`config.mk`:
```
export PLATFORM = sky130hd
export DESIGN_NAME = ipc_port_c
export DESIGN_NICKNAME = d
export VERILOG_FILES = /design/src/ipc_port_c.v
export VERILOG_INCLUDE_DIRS = /design/src /design/src/src
export SDC_FILE = /design/constraint.sdc
export NUM_CORES = 1
export LEC_CHECK = 0
export ABC_AREA = 1
export BUFFER_PORTS_ARGS = -buffer_cell sky130_fd_sc_hd__buf_4
export CAP_MARGIN = 20
export CELL_PAD_IN_SITES_DETAIL_PLACEMENT = 1
export CELL_PAD_IN_SITES_GLOBAL_PLACEMENT = 1
export CORE_UTILIZATION = 23
export CTS_CLUSTER_DIAMETER = 60
export CTS_CLUSTER_SIZE = 12
export DETAILED_ROUTE_END_ITERATION = 10
export GPL_TIMING_DRIVEN = 1
export PLACE_DENSITY = 0.75
export SLEW_MARGIN = 20
export SYNTH_ARGS = -nofsm -noshare
export SYNTH_HDL_FRONTEND = slang
export SYNTH_SLANG_ARGS = --single-unit
export TNS_END_PERCENT = 50
```
`constraint.sdc`:
```
create_clock -name aclk -period 1.3 [get_ports aclk]
set_input_delay 0.13 -clock aclk [delete_from_list [all_inputs] [get_ports aclk]]
set_output_delay 0.13 -clock aclk [all_outputs]
set_load 0.005 [all_outputs]
```
`src/ipc_consts.vh`:
```
// Constants for the input-only port C block and its pin-state logic.
// Assumes inclusion by the port module and the bench; definitions only, no logic.
`ifndef IPC_CONSTS_VH
`define IPC_CONSTS_VH

// ---------------------------------------------------------------------
// Register map
// ---------------------------------------------------------------------
// Printed offset is not word aligned, so it is kept as an index
`define IPC_LEVEL_C_INDEX   18'h0ffde
// Byte address of the data register is four times its index
`define IPC_LEVEL_C_ADDR    18'h3ff78
`define IPC_ADDR_W          18

// ---------------------------------------------------------------------
// Field layout of the data register
// ---------------------------------------------------------------------
`define IPC_PIN_LSB         0
`define IPC_PIN_MSB         3
`define IPC_PIN_W           4
`define IPC_PAD_LSB         4
`define IPC_PAD_MSB         7
`define IPC_PAD_VALUE       4'hf
`define IPC_PORT_B_W        8

// ---------------------------------------------------------------------
// Reset values
// ---------------------------------------------------------------------
`define IPC_LEVEL_RESET     4'h0
`define IPC_SYNC_RESET      4'h0

// ---------------------------------------------------------------------
// Operating mode codes on the op_mode input
// ---------------------------------------------------------------------
`define IPC_MODE_W          3
`define IPC_MODE_RESET      3'h0
`define IPC_MODE_SLEEP      3'h1
`define IPC_MODE_SUBSLEEP   3'h2
`define IPC_MODE_STANDBY    3'h3
`define IPC_MODE_WATCH      3'h4
`define IPC_MODE_SUBACTIVE  3'h5
`define IPC_MODE_ACTIVE     3'h6

// ---------------------------------------------------------------------
// AXI4-Lite response codes
// ---------------------------------------------------------------------
`define IPC_RESP_OKAY       2'h0
`define IPC_RESP_DECERR     2'h3

`endif

```
`src/ipc_port_c.v`:
```
// Input-only port C with its read-only level register on AXI4-Lite,
// plus the pin-state drive of the analog-input port B.
// Assumes one 50 MHz clock, synchronous active-low reset, and a power
// controller that presents the chip operating mode on op_mode.
//
// Design decision made here: register access over AXI4-Lite.
`timescale 1ns/100ps
`include "ipc_consts.vh"

module ipc_port_c
(
   input  wire                         aclk,
   input  wire                         aresetn,
   // AXI4-Lite write address
   input  wire [`IPC_ADDR_W-1:0]       s_axi_awaddr,
   input  wire [2:0]                   s_axi_awprot,
   input  wire                         s_axi_awvalid,
   output wire                         s_axi_awready,
   // AXI4-Lite write data
   input  wire [31:0]                  s_axi_wdata,
   input  wire [3:0]                   s_axi_wstrb,
   input  wire                         s_axi_wvalid,
   output wire                         s_axi_wready,
   // AXI4-Lite write response
   output wire [1:0]                   s_axi_bresp,
   output wire                         s_axi_bvalid,
   input  wire                         s_axi_bready,
   // AXI4-Lite read address
   input  wire [`IPC_ADDR_W-1:0]       s_axi_araddr,
   input  wire [2:0]                   s_axi_arprot,
   input  wire                         s_axi_arvalid,
   output wire                         s_axi_arready,
   // AXI4-Lite read data
   output wire [31:0]                  s_axi_rdata,
   output wire [1:0]                   s_axi_rresp,
   output wire                         s_axi_rvalid,
   input  wire                         s_axi_rready,
   // Chip operating mode
   input  wire [`IPC_MODE_W-1:0]       op_mode,
   // Converter output selection from the converter control register
   input  wire                         converter_master_enable,
   input  wire [`IPC_PIN_W-1:0]        converter_pin_output_enables,
   // Port C pins, three signals each
   input  wire [`IPC_PIN_W-1:0]        port_c_pin_bits_in,
   output wire [`IPC_PIN_W-1:0]        port_c_pin_bits_out,
   output wire [`IPC_PIN_W-1:0]        port_c_pin_bits_oe_n,
   // Port B pins shared with the analog input channels
   input  wire [`IPC_PORT_B_W-1:0]     port_b_pin_bits_in,
   output wire [`IPC_PORT_B_W-1:0]     port_b_pin_bits_out,
   output wire [`IPC_PORT_B_W-1:0]     port_b_pin_bits_oe_n
);

   // ------------------------------------------------------------------
   // Declarations
   // ------------------------------------------------------------------
   reg  [`IPC_PIN_W-1:0]   sync1_q;
   reg  [`IPC_PIN_W-1:0]   sync2_q;
   reg  [`IPC_PIN_W-1:0]   level_q;
   reg  [`IPC_PIN_W-1:0]   level_d;
   reg                     aw_got_q;
   reg                     w_got_q;
   reg  [`IPC_ADDR_W-1:0]  awaddr_q;
   reg                     bvalid_q;
   reg  [1:0]              bresp_q;
   reg                     rvalid_q;
   reg  [1:0]              rresp_q;
   reg  [31:0]             rdata_q;
   wire                    aw_fire;
   wire                    w_fire;
   wire                    ar_fire;
   wire [`IPC_ADDR_W-1:0]  wr_addr;
   wire [`IPC_PIN_W-1:0]   pin_view;

   // Byte address at bus width, so its word part can be sliced
   localparam [`IPC_ADDR_W-1:0] LVL_ADDR = `IPC_LEVEL_C_ADDR;

   // Word-aligned decode of the single mapped register
   function hit_level_reg;
      input [`IPC_ADDR_W-1:0] addr;
      begin
         hit_level_reg = (addr[`IPC_ADDR_W-1:2] ==
                          LVL_ADDR[`IPC_ADDR_W-1:2]);
      end
   endfunction

   // ------------------------------------------------------------------
   // Pin drive
   // ------------------------------------------------------------------
   // Port B never driven
   assign port_b_pin_bits_out  = {`IPC_PORT_B_W{1'b0}};
   assign port_b_pin_bits_oe_n = {`IPC_PORT_B_W{1'b1}};
   // High-Z in every mode
   // The analog output drive belongs to the converter, not this port.
   assign port_c_pin_bits_out  = {`IPC_PIN_W{1'b0}};
   assign port_c_pin_bits_oe_n = {`IPC_PIN_W{1'b1}};

   // ------------------------------------------------------------------
   // Pin sampling
   // ------------------------------------------------------------------
   // Two-stage synchroniser; pins are asynchronous to aclk
   always @(posedge aclk)
   begin
      if (!aresetn)
      begin
         sync1_q <= `IPC_SYNC_RESET;
         sync2_q <= `IPC_SYNC_RESET;
      end
      else
      begin
         sync1_q <= port_c_pin_bits_in;
         sync2_q <= sync1_q;
      end
   end

   // Mode-dependent level state
   // Sleep, subsleep and watch freeze the last seen level; standby, reset
   // and unused code 7 drop it, since the input buffers are off there.
   always @*
   begin
      case (op_mode)
         `IPC_MODE_ACTIVE,
         `IPC_MODE_SUBACTIVE : level_d = sync2_q;
         `IPC_MODE_SLEEP,
         `IPC_MODE_SUBSLEEP,
         `IPC_MODE_WATCH     : level_d = level_q;
         default             : level_d = `IPC_LEVEL_RESET;
      endcase
   end

   always @(posedge aclk)
   begin
      if (!aresetn)
         level_q <= `IPC_LEVEL_RESET;
      else
         level_q <= level_d;
   end

   // Converter outputs read 0
   // Masking uses the enables only, so the analog voltage never leaks.
   genvar gi;
   generate
      for (gi = 0; gi < `IPC_PIN_W; gi = gi + 1)
      begin : g_mask
         assign pin_view[gi] = level_q[gi] &
            ~(converter_master_enable & converter_pin_output_enables[gi]);
      end
   endgenerate

   // ------------------------------------------------------------------
   // AXI4-Lite write channel
   // ------------------------------------------------------------------
   // Address and data taken in either order; response after both
   assign s_axi_awready = !aw_got_q && !bvalid_q;
   assign s_axi_wready  = !w_got_q && !bvalid_q;
   assign aw_fire       = s_axi_awvalid && s_axi_awready;
   assign w_fire        = s_axi_wvalid && s_axi_wready;
   assign wr_addr       = aw_fire ? s_axi_awaddr : awaddr_q;
   assign s_axi_bvalid  = bvalid_q;
   assign s_axi_bresp   = bresp_q;

   always @(posedge aclk)
   begin
      if (!aresetn)
      begin
         aw_got_q <= 1'b0;
         w_got_q  <= 1'b0;
         awaddr_q <= {`IPC_ADDR_W{1'b0}};
         bvalid_q <= 1'b0;
         bresp_q  <= `IPC_RESP_OKAY;
      end
      else if (bvalid_q)
      begin
         if (s_axi_bready)
            bvalid_q <= 1'b0;
      end
      else if ((aw_got_q || aw_fire) && (w_got_q || w_fire))
      begin
         aw_got_q <= 1'b0;
         w_got_q  <= 1'b0;
         bvalid_q <= 1'b1;
         if (hit_level_reg(wr_addr))
            bresp_q <= `IPC_RESP_OKAY;
         else
            bresp_q <= `IPC_RESP_DECERR;
      end
      else
      begin
         if (aw_fire)
         begin
            aw_got_q <= 1'b1;
            awaddr_q <= s_axi_awaddr;
         end
         if (w_fire)
            w_got_q <= 1'b1;
      end
   end

   // ------------------------------------------------------------------
   // AXI4-Lite read channel
   // ------------------------------------------------------------------
   assign s_axi_arready = !rvalid_q;
   assign ar_fire       = s_axi_arvalid && s_axi_arready;
   assign s_axi_rvalid  = rvalid_q;
   assign s_axi_rresp   = rresp_q;
   assign s_axi_rdata   = rdata_q;

   always @(posedge aclk)
   begin
      if (!aresetn)
      begin
         rvalid_q <= 1'b0;
         rresp_q  <= `IPC_RESP_OKAY;
         rdata_q  <= 32'h0000_0000;
      end
      else if (ar_fire)
      begin
         rvalid_q <= 1'b1;
         if (hit_level_reg(s_axi_araddr))
         begin
            rresp_q <= `IPC_RESP_OKAY;
            rdata_q <= {24'h00_0000, `IPC_PAD_VALUE, pin_view};
         end
         else
         begin
            rresp_q <= `IPC_RESP_DECERR;
            rdata_q <= 32'h0000_0000;
         end
      end
      else if (rvalid_q && s_axi_rready)
         rvalid_q <= 1'b0;
   end

endmodule // ipc_port_c

```
Word level (Yosys, flattened, before mapping):

Cells that the tools add are included.

* bitwise operators: 14
* equality and inequality tests: 7
* multiplexer cells: 14
* reductions and logical operators: 23

Operators by type and width (count)
* $eq A16 B16 Y1 const B: 2
* $mux W18: 1
* $eq A3 B3 Y1 const B: 3
* $mux W1: 9
* $and A1 B1 Y1: 8
* $mux W8: 1
* $pmux W4 S2: 1
* $reduce_and A2 Y1: 4
* $logic_and A1 B1 Y1: 7
* $not A1 Y1: 6
* $reduce_bool A2 Y1: 3
* $logic_not A1 Y1: 4
* $mux W2: 2
* $eq A3 B1 Y1 const B: 1
* $eq A3 B2 Y1 const B: 1
* $reduce_and A3 Y1: 1
* $reduce_or A3 Y1: 1
* $logic_or A1 B1 Y1: 2
* $reduce_or A2 Y1: 1

* input port bits: 105
* output and inout bits: 65
* word-level logic and storage cells: 70
* flip-flop bits (word level): 70

Longest topological paths before layout:

* depth after elaboration: 7
* depth in mapped cells: 11
* mapped depth without buffers: 9

Worst setup path after synthesis:

No wires, ideal clock.

* path type: register to register
* from: register bvalid_q, in the netlist s_axi_bvalid
* to: register bresp_q[0], in the netlist s_axi_bresp[0]
* stages on the path, launching flop included: 11
* setup slack: -0.064 ns
* data required time: 1.183 ns
* arrival: 1.247 ns
* clock period less this slack: 1.364 ns
* buffers on the path: 2
* library setup time: 0.117 ns
* path through: dfxtp_1 nor2_4 nand2_2 buf_6 buf_12 nand2_1 o21ai_2 nor2_1 nand3_1 nor2_1 nor2_1

* cells in the longest elaborated chain, start to end: 6
* elaborated cells on any way between the ends: 13
* those cells by class: eq/ne (1); mux (2); bitwise (1); reduce/logical (9)

Ends and longest elaborated chain
* start, declared: RTL line ipc_port_c.v:63 `reg bvalid_q;`
* start signal, assigned: RTL line ipc_port_c.v:168 `bvalid_q <= 1'b0;`
* start signal, assigned: RTL line ipc_port_c.v:174 `bvalid_q <= 1'b0;`
* start signal, assigned: RTL line ipc_port_c.v:180 `bvalid_q <= 1'b1;`
* $logic_not A1 Y1: RTL line ipc_port_c.v:153, ipc_port_c.v:154
* $logic_and A1 B1 Y1 (on tied branches): RTL line ipc_port_c.v:153, ipc_port_c.v:154
* $logic_and A1 B1 Y1 (on tied branches): RTL line ipc_port_c.v:155, ipc_port_c.v:156
* $mux W18 or $logic_or A1 B1 Y1 (tied branches)
* $eq A16 B16 Y1 or $logic_and A1 B1 Y1 (tied branches): RTL line ipc_port_c.v:81, ipc_port_c.v:176
* $mux W2 or $reduce_and A2 Y1 (tied branches)
* end signal, assigned: RTL line ipc_port_c.v:169 `` bresp_q <= `IPC_RESP_OKAY; ``
* end signal, assigned: RTL line ipc_port_c.v:182 `` bresp_q <= `IPC_RESP_OKAY; ``
* end signal, assigned: RTL line ipc_port_c.v:184 `` bresp_q <= `IPC_RESP_DECERR; ``
* end, declared: RTL line ipc_port_c.v:64 `reg [1:0] bresp_q;`

Several ways; a longest one is shown, not always the timed one.
A chain may end at the register's enable or synchronous reset.

Final worst setup path:

Ends and elaborated chain as after synthesis.

==> key figures <==
Power and ir drop
  – Internal power: 2.23 mW
  – Switch share: 33.2%
  – Cell area power density: 1210 mW/mm^2
  – Comb power frac: 31.7%
  – VDD IR max: 0.495 mV
  – Clock power frac: 25.2%
  – P_leak: 1.40 nW
  – Psw: 1.11 mW
  – Sequential fraction of design power: 43.0%

Timing
  – Final min period: 1.34 ns
  – Maximum clock frequency: 744 MHz
  – Final setup vio count: 2
  – Worst slew pin tran: 0.597 ns
  – Final hold violations: 0
  – Final Slew Violations: 0
  – Final worst-path cycle share: 103%
  – TNS Setup: -0.0516 ns
  – Final WS setup: -0.0441 ns
  – Worst Skew: 0.00629 ns
  – RSZ-0062 raised after global routing: yes
  – Minimum hold slack: 0.0133 ns
  – Worst slew margin: 60.1%

Drt
  – Routed WL: 5130 um
  – Drt pass-1 iters: 4
  – Vias: 1941
  – Vias per cell: 4.05
  – DRT iter0 DRCs: 48
  – Antenna Nets Post-Route: 0
  – # DRC: 0
  – Routed len/inst: 10.7 um

CTS
  – Setup bufs post-CTS: 0
  – Clock latency at the later pin of the worst-skew pair: 0.29 ns
  – Sinks on Clock Net: 39
  – CTS tree: done
  – H-tree depth: 2
  – Clock transition at path regs: 0.08 ns
  – CTS Root Cell: clkbuf_8
  – Clock Tree Buf Depth: 2
  – CTS buffer count: 5

Synth
  – Yosys warning total: 0
  – Async set-or-reset flop fraction in the synthesized netlist: 0%
  – Synth Cell Area: 0.00215 mm^2
  – Synth top area cells: dfxtp_1 36%, buf_4 19%, nand2_1 10%
  – Top cell type's share of synthesized area: 36.3%
  – Yosys top cell by area: dfxtp_1
  – Seq cells post-synth: 39
  – Post-Syn Instances: 298
  – Sequential element share of the synthesized area: 36.3%
  – Most common cell in the synthesized netlist: nand2_1
  – Most frequent cells after synthesis: 60 x nand2_1, 54 x buf_4, 43 x nor2_1
  – Netlist cell types: 30
  – Post-synth EDFFs: 0
  – Syn avg cell area: 7.23 um^2
  – Dominant synthesized flop cell: dfxtp_1

Hold path
  – Hold EP: sync1_q[1]
  – HP Start: port_c_pin_bits_in[1]
  – Hold Crit Class: in2reg
  – Hold-critical path depth: 3

Global route
  – Global-route usage over all layers: 10.7%
  – GR peak layer: met2
  – Met3 global-route usage: 1.70%
  – Met2 Usage GRT: 18.8%
  – Largest net degree at the start of global routing: 26
  – GR Overflow Total: 0
  – Antenna violations before repair: 0
  – Global-route wire length before repair: 8410 um
  – Vias in the first global route: 1908
  – Met1 usage: 12.9%

Die
  – # rows: 34
  – Initial core utilization: 24.2%
  – Die height: 98.8 um
  – Chip Width: 98.8 um
  – Area of the core: 0.00889 mm^2
  – I/O pins: 170
  – DIE AREA: 0.00975 mm^2

Critical path
  – Buffers & Inverters on Critical Path: 1
  – Critical Path AT: 1.53 ns
  – Setup CP Type: reg2reg
  – Critical-path top delay cell: dfxtp_4
  – Sequence of cells on the critical path: nor2_4 -> nand2_2 -> buf_12 -> nand2_1 -> nand2_1 -> nand2_1 -> nor2_1 -> nand3_1 -> nor2_1 -> nor2_1
  – Crit-path max FO: 14
  – Worst setup EP type: flop
  – Delay-heaviest family, CP: simple AND/OR/NAND/NOR gates
  – RR Startpoint: s_axi_bvalid
  – Worst R2R End: s_axi_bresp[0]
  – Max stage delay on crit path: 0.39 ns
  – Startpoint Class: flop
  – Reg2Reg Depth: 10
  – Flop-to-flop setup slack: -0.04 ns
  – Worst EP required: 1.49 ns

Run status
  – Failing checks: negative setup slack
  – Status: finished, violations left

Finish
  – # diodes: 0
  – Fraction of layout instances using a drive strength above 1: 29.9%
  – Final-layout fill cell count: 1093
  – Final #Nets: 475
  – Layout Cells excl Fill: 479
  – Area growth from synthesis to layout: 28.5%

Placed design
  – Inst Count DP: 470
  – PortBufs: 67
  – GPL Wtd Cong: 0.734
  – Hpwl dp: 4130 um
  – Pre-CTS setup slack: -0.0881 ns

Run
  – Max-cap violations: 0
[layout make-up]
cell class,count,area (um^2),area share [%]
multi-input cells,220,1010,36.6
flip-flops and latches,39,786,28.4
repair buffers,82,659,23.8
well taps,108,135,4.88
inverters,22,82.6,2.98
clock buffers,5,68.8,2.49
clock inverters,3,23.8,0.859
[cells by family (layout without fill, tap and decap cells)]
group / count (synthesis) / after routing / share of synthesized area (%)
AOI/OAI and AO/OA: 36 / 36 / 10.5
xor gates and xnor gates: 1 / 1 / 0.407
buffers and inverters: 85 / 112 / 25.8
DFF: 39 / 39 / 36.3
other: 2 / 48 / 0.349
and+or+nand+nor: 135 / 135 / 26.7
[metrics by stage]
| stage | util (%) | total power, mW | instance area (um^2) |
|---|---|---|---|
| final | 31.1 | 3.34 | 2770 |
| after global routing | 31.1 | 3.61 | 2770 |
| after CTS | 31.1 | 3.39 | 2760 |
| after detailed placement | 29.7 | 2.49 | 2640 |
| after global placement | 29.7 | 2.45 | 2640 |
| after floorplan | - | 2.17 | 2330 |
[timing repair]
item / 4_1_cts / 5_1_grt
pin swaps: 2 / 0
cloned: 0 / 0
gates resized for setup: 8 / 1
setup endpoints to repair: 15 / 18
hold buffers: 1 / 0
endpoints found under the hold margin: 1 / 0
[cell usage in the layout (no fill, tap or decap), types with 3 or more instances in the layout]
cell type  count
buf_4         77
nand2_1       59
conb_1        48
nor2_1        39
dfxtp_1       37
inv_1         20
o21ai_0       16
nand3_1       14
a21oi_1        9
nand4_1        8
nand2_2        6
clkbuf_8       5
a211oi_2       4
o21ai_2        3
nor2_2         3
buf_12         3
[power groups by stage]
| stage | combinational (mW) | clock (mW) | sequential (mW) |
|---|---|---|---|
| floorplan | 0.732 | 0 | 1.44 |
| global placement | 1.00 | 0 | 1.45 |
| detailed placement | 1.03 | 0 | 1.46 |
| CTS | 1.07 | 0.880 | 1.44 |
| global route | 1.19 | 0.959 | 1.46 |
| finish | 1.06 | 0.843 | 1.44 |
[worst register-to-register path, stage by stage (launching register included)]
cell and delay, ns:
dfxtp_4 0.39, nor2_4 0.05, nand2_2 0.11, buf_12 0.15, nand2_1 0.05, nand2_1 0.08, nand2_1 0.05, nor2_1 0.10
nand3_1 0.10, nor2_1 0.11, nor2_1 0.04
[flip-flops by register name (all words and copies together), names as in the netlist]
name / count
s_axi_rdata: 5
sync1_q: 4
s_axi_rvalid: 1
level_q: 4
w_got_q: 1
aw_got_q: 1
sync2_q: 4
awaddr_q: 16
s_axi_rresp: 1
s_axi_bvalid: 1
s_axi_bresp: 1
[layer usage]
metal	up-vias	wire length [um]
li1	979	-
met1	894	2270
met2	57	2570
met3	11	172
met4	0	121
met5	-	0
[worst max-delay path by stage]
stage | start | end | slack [ns] | cells past startpoint
floorplan | s_axi_bvalid | s_axi_bresp[0] | -0.03 | 10
global placement | s_axi_bvalid | s_axi_bresp[0] | -0.07 | 9
detailed placement | s_axi_bvalid | s_axi_bresp[0] | -0.09 | 9
CTS | s_axi_bvalid | s_axi_bresp[0] | -0.08 | 10
global route | s_axi_bvalid | s_axi_bresp[0] | -0.19 | 9
finish | s_axi_bvalid | s_axi_bresp[0] | -0.04 | 10
Note: power is estimated with default switching activity, not from simulation.
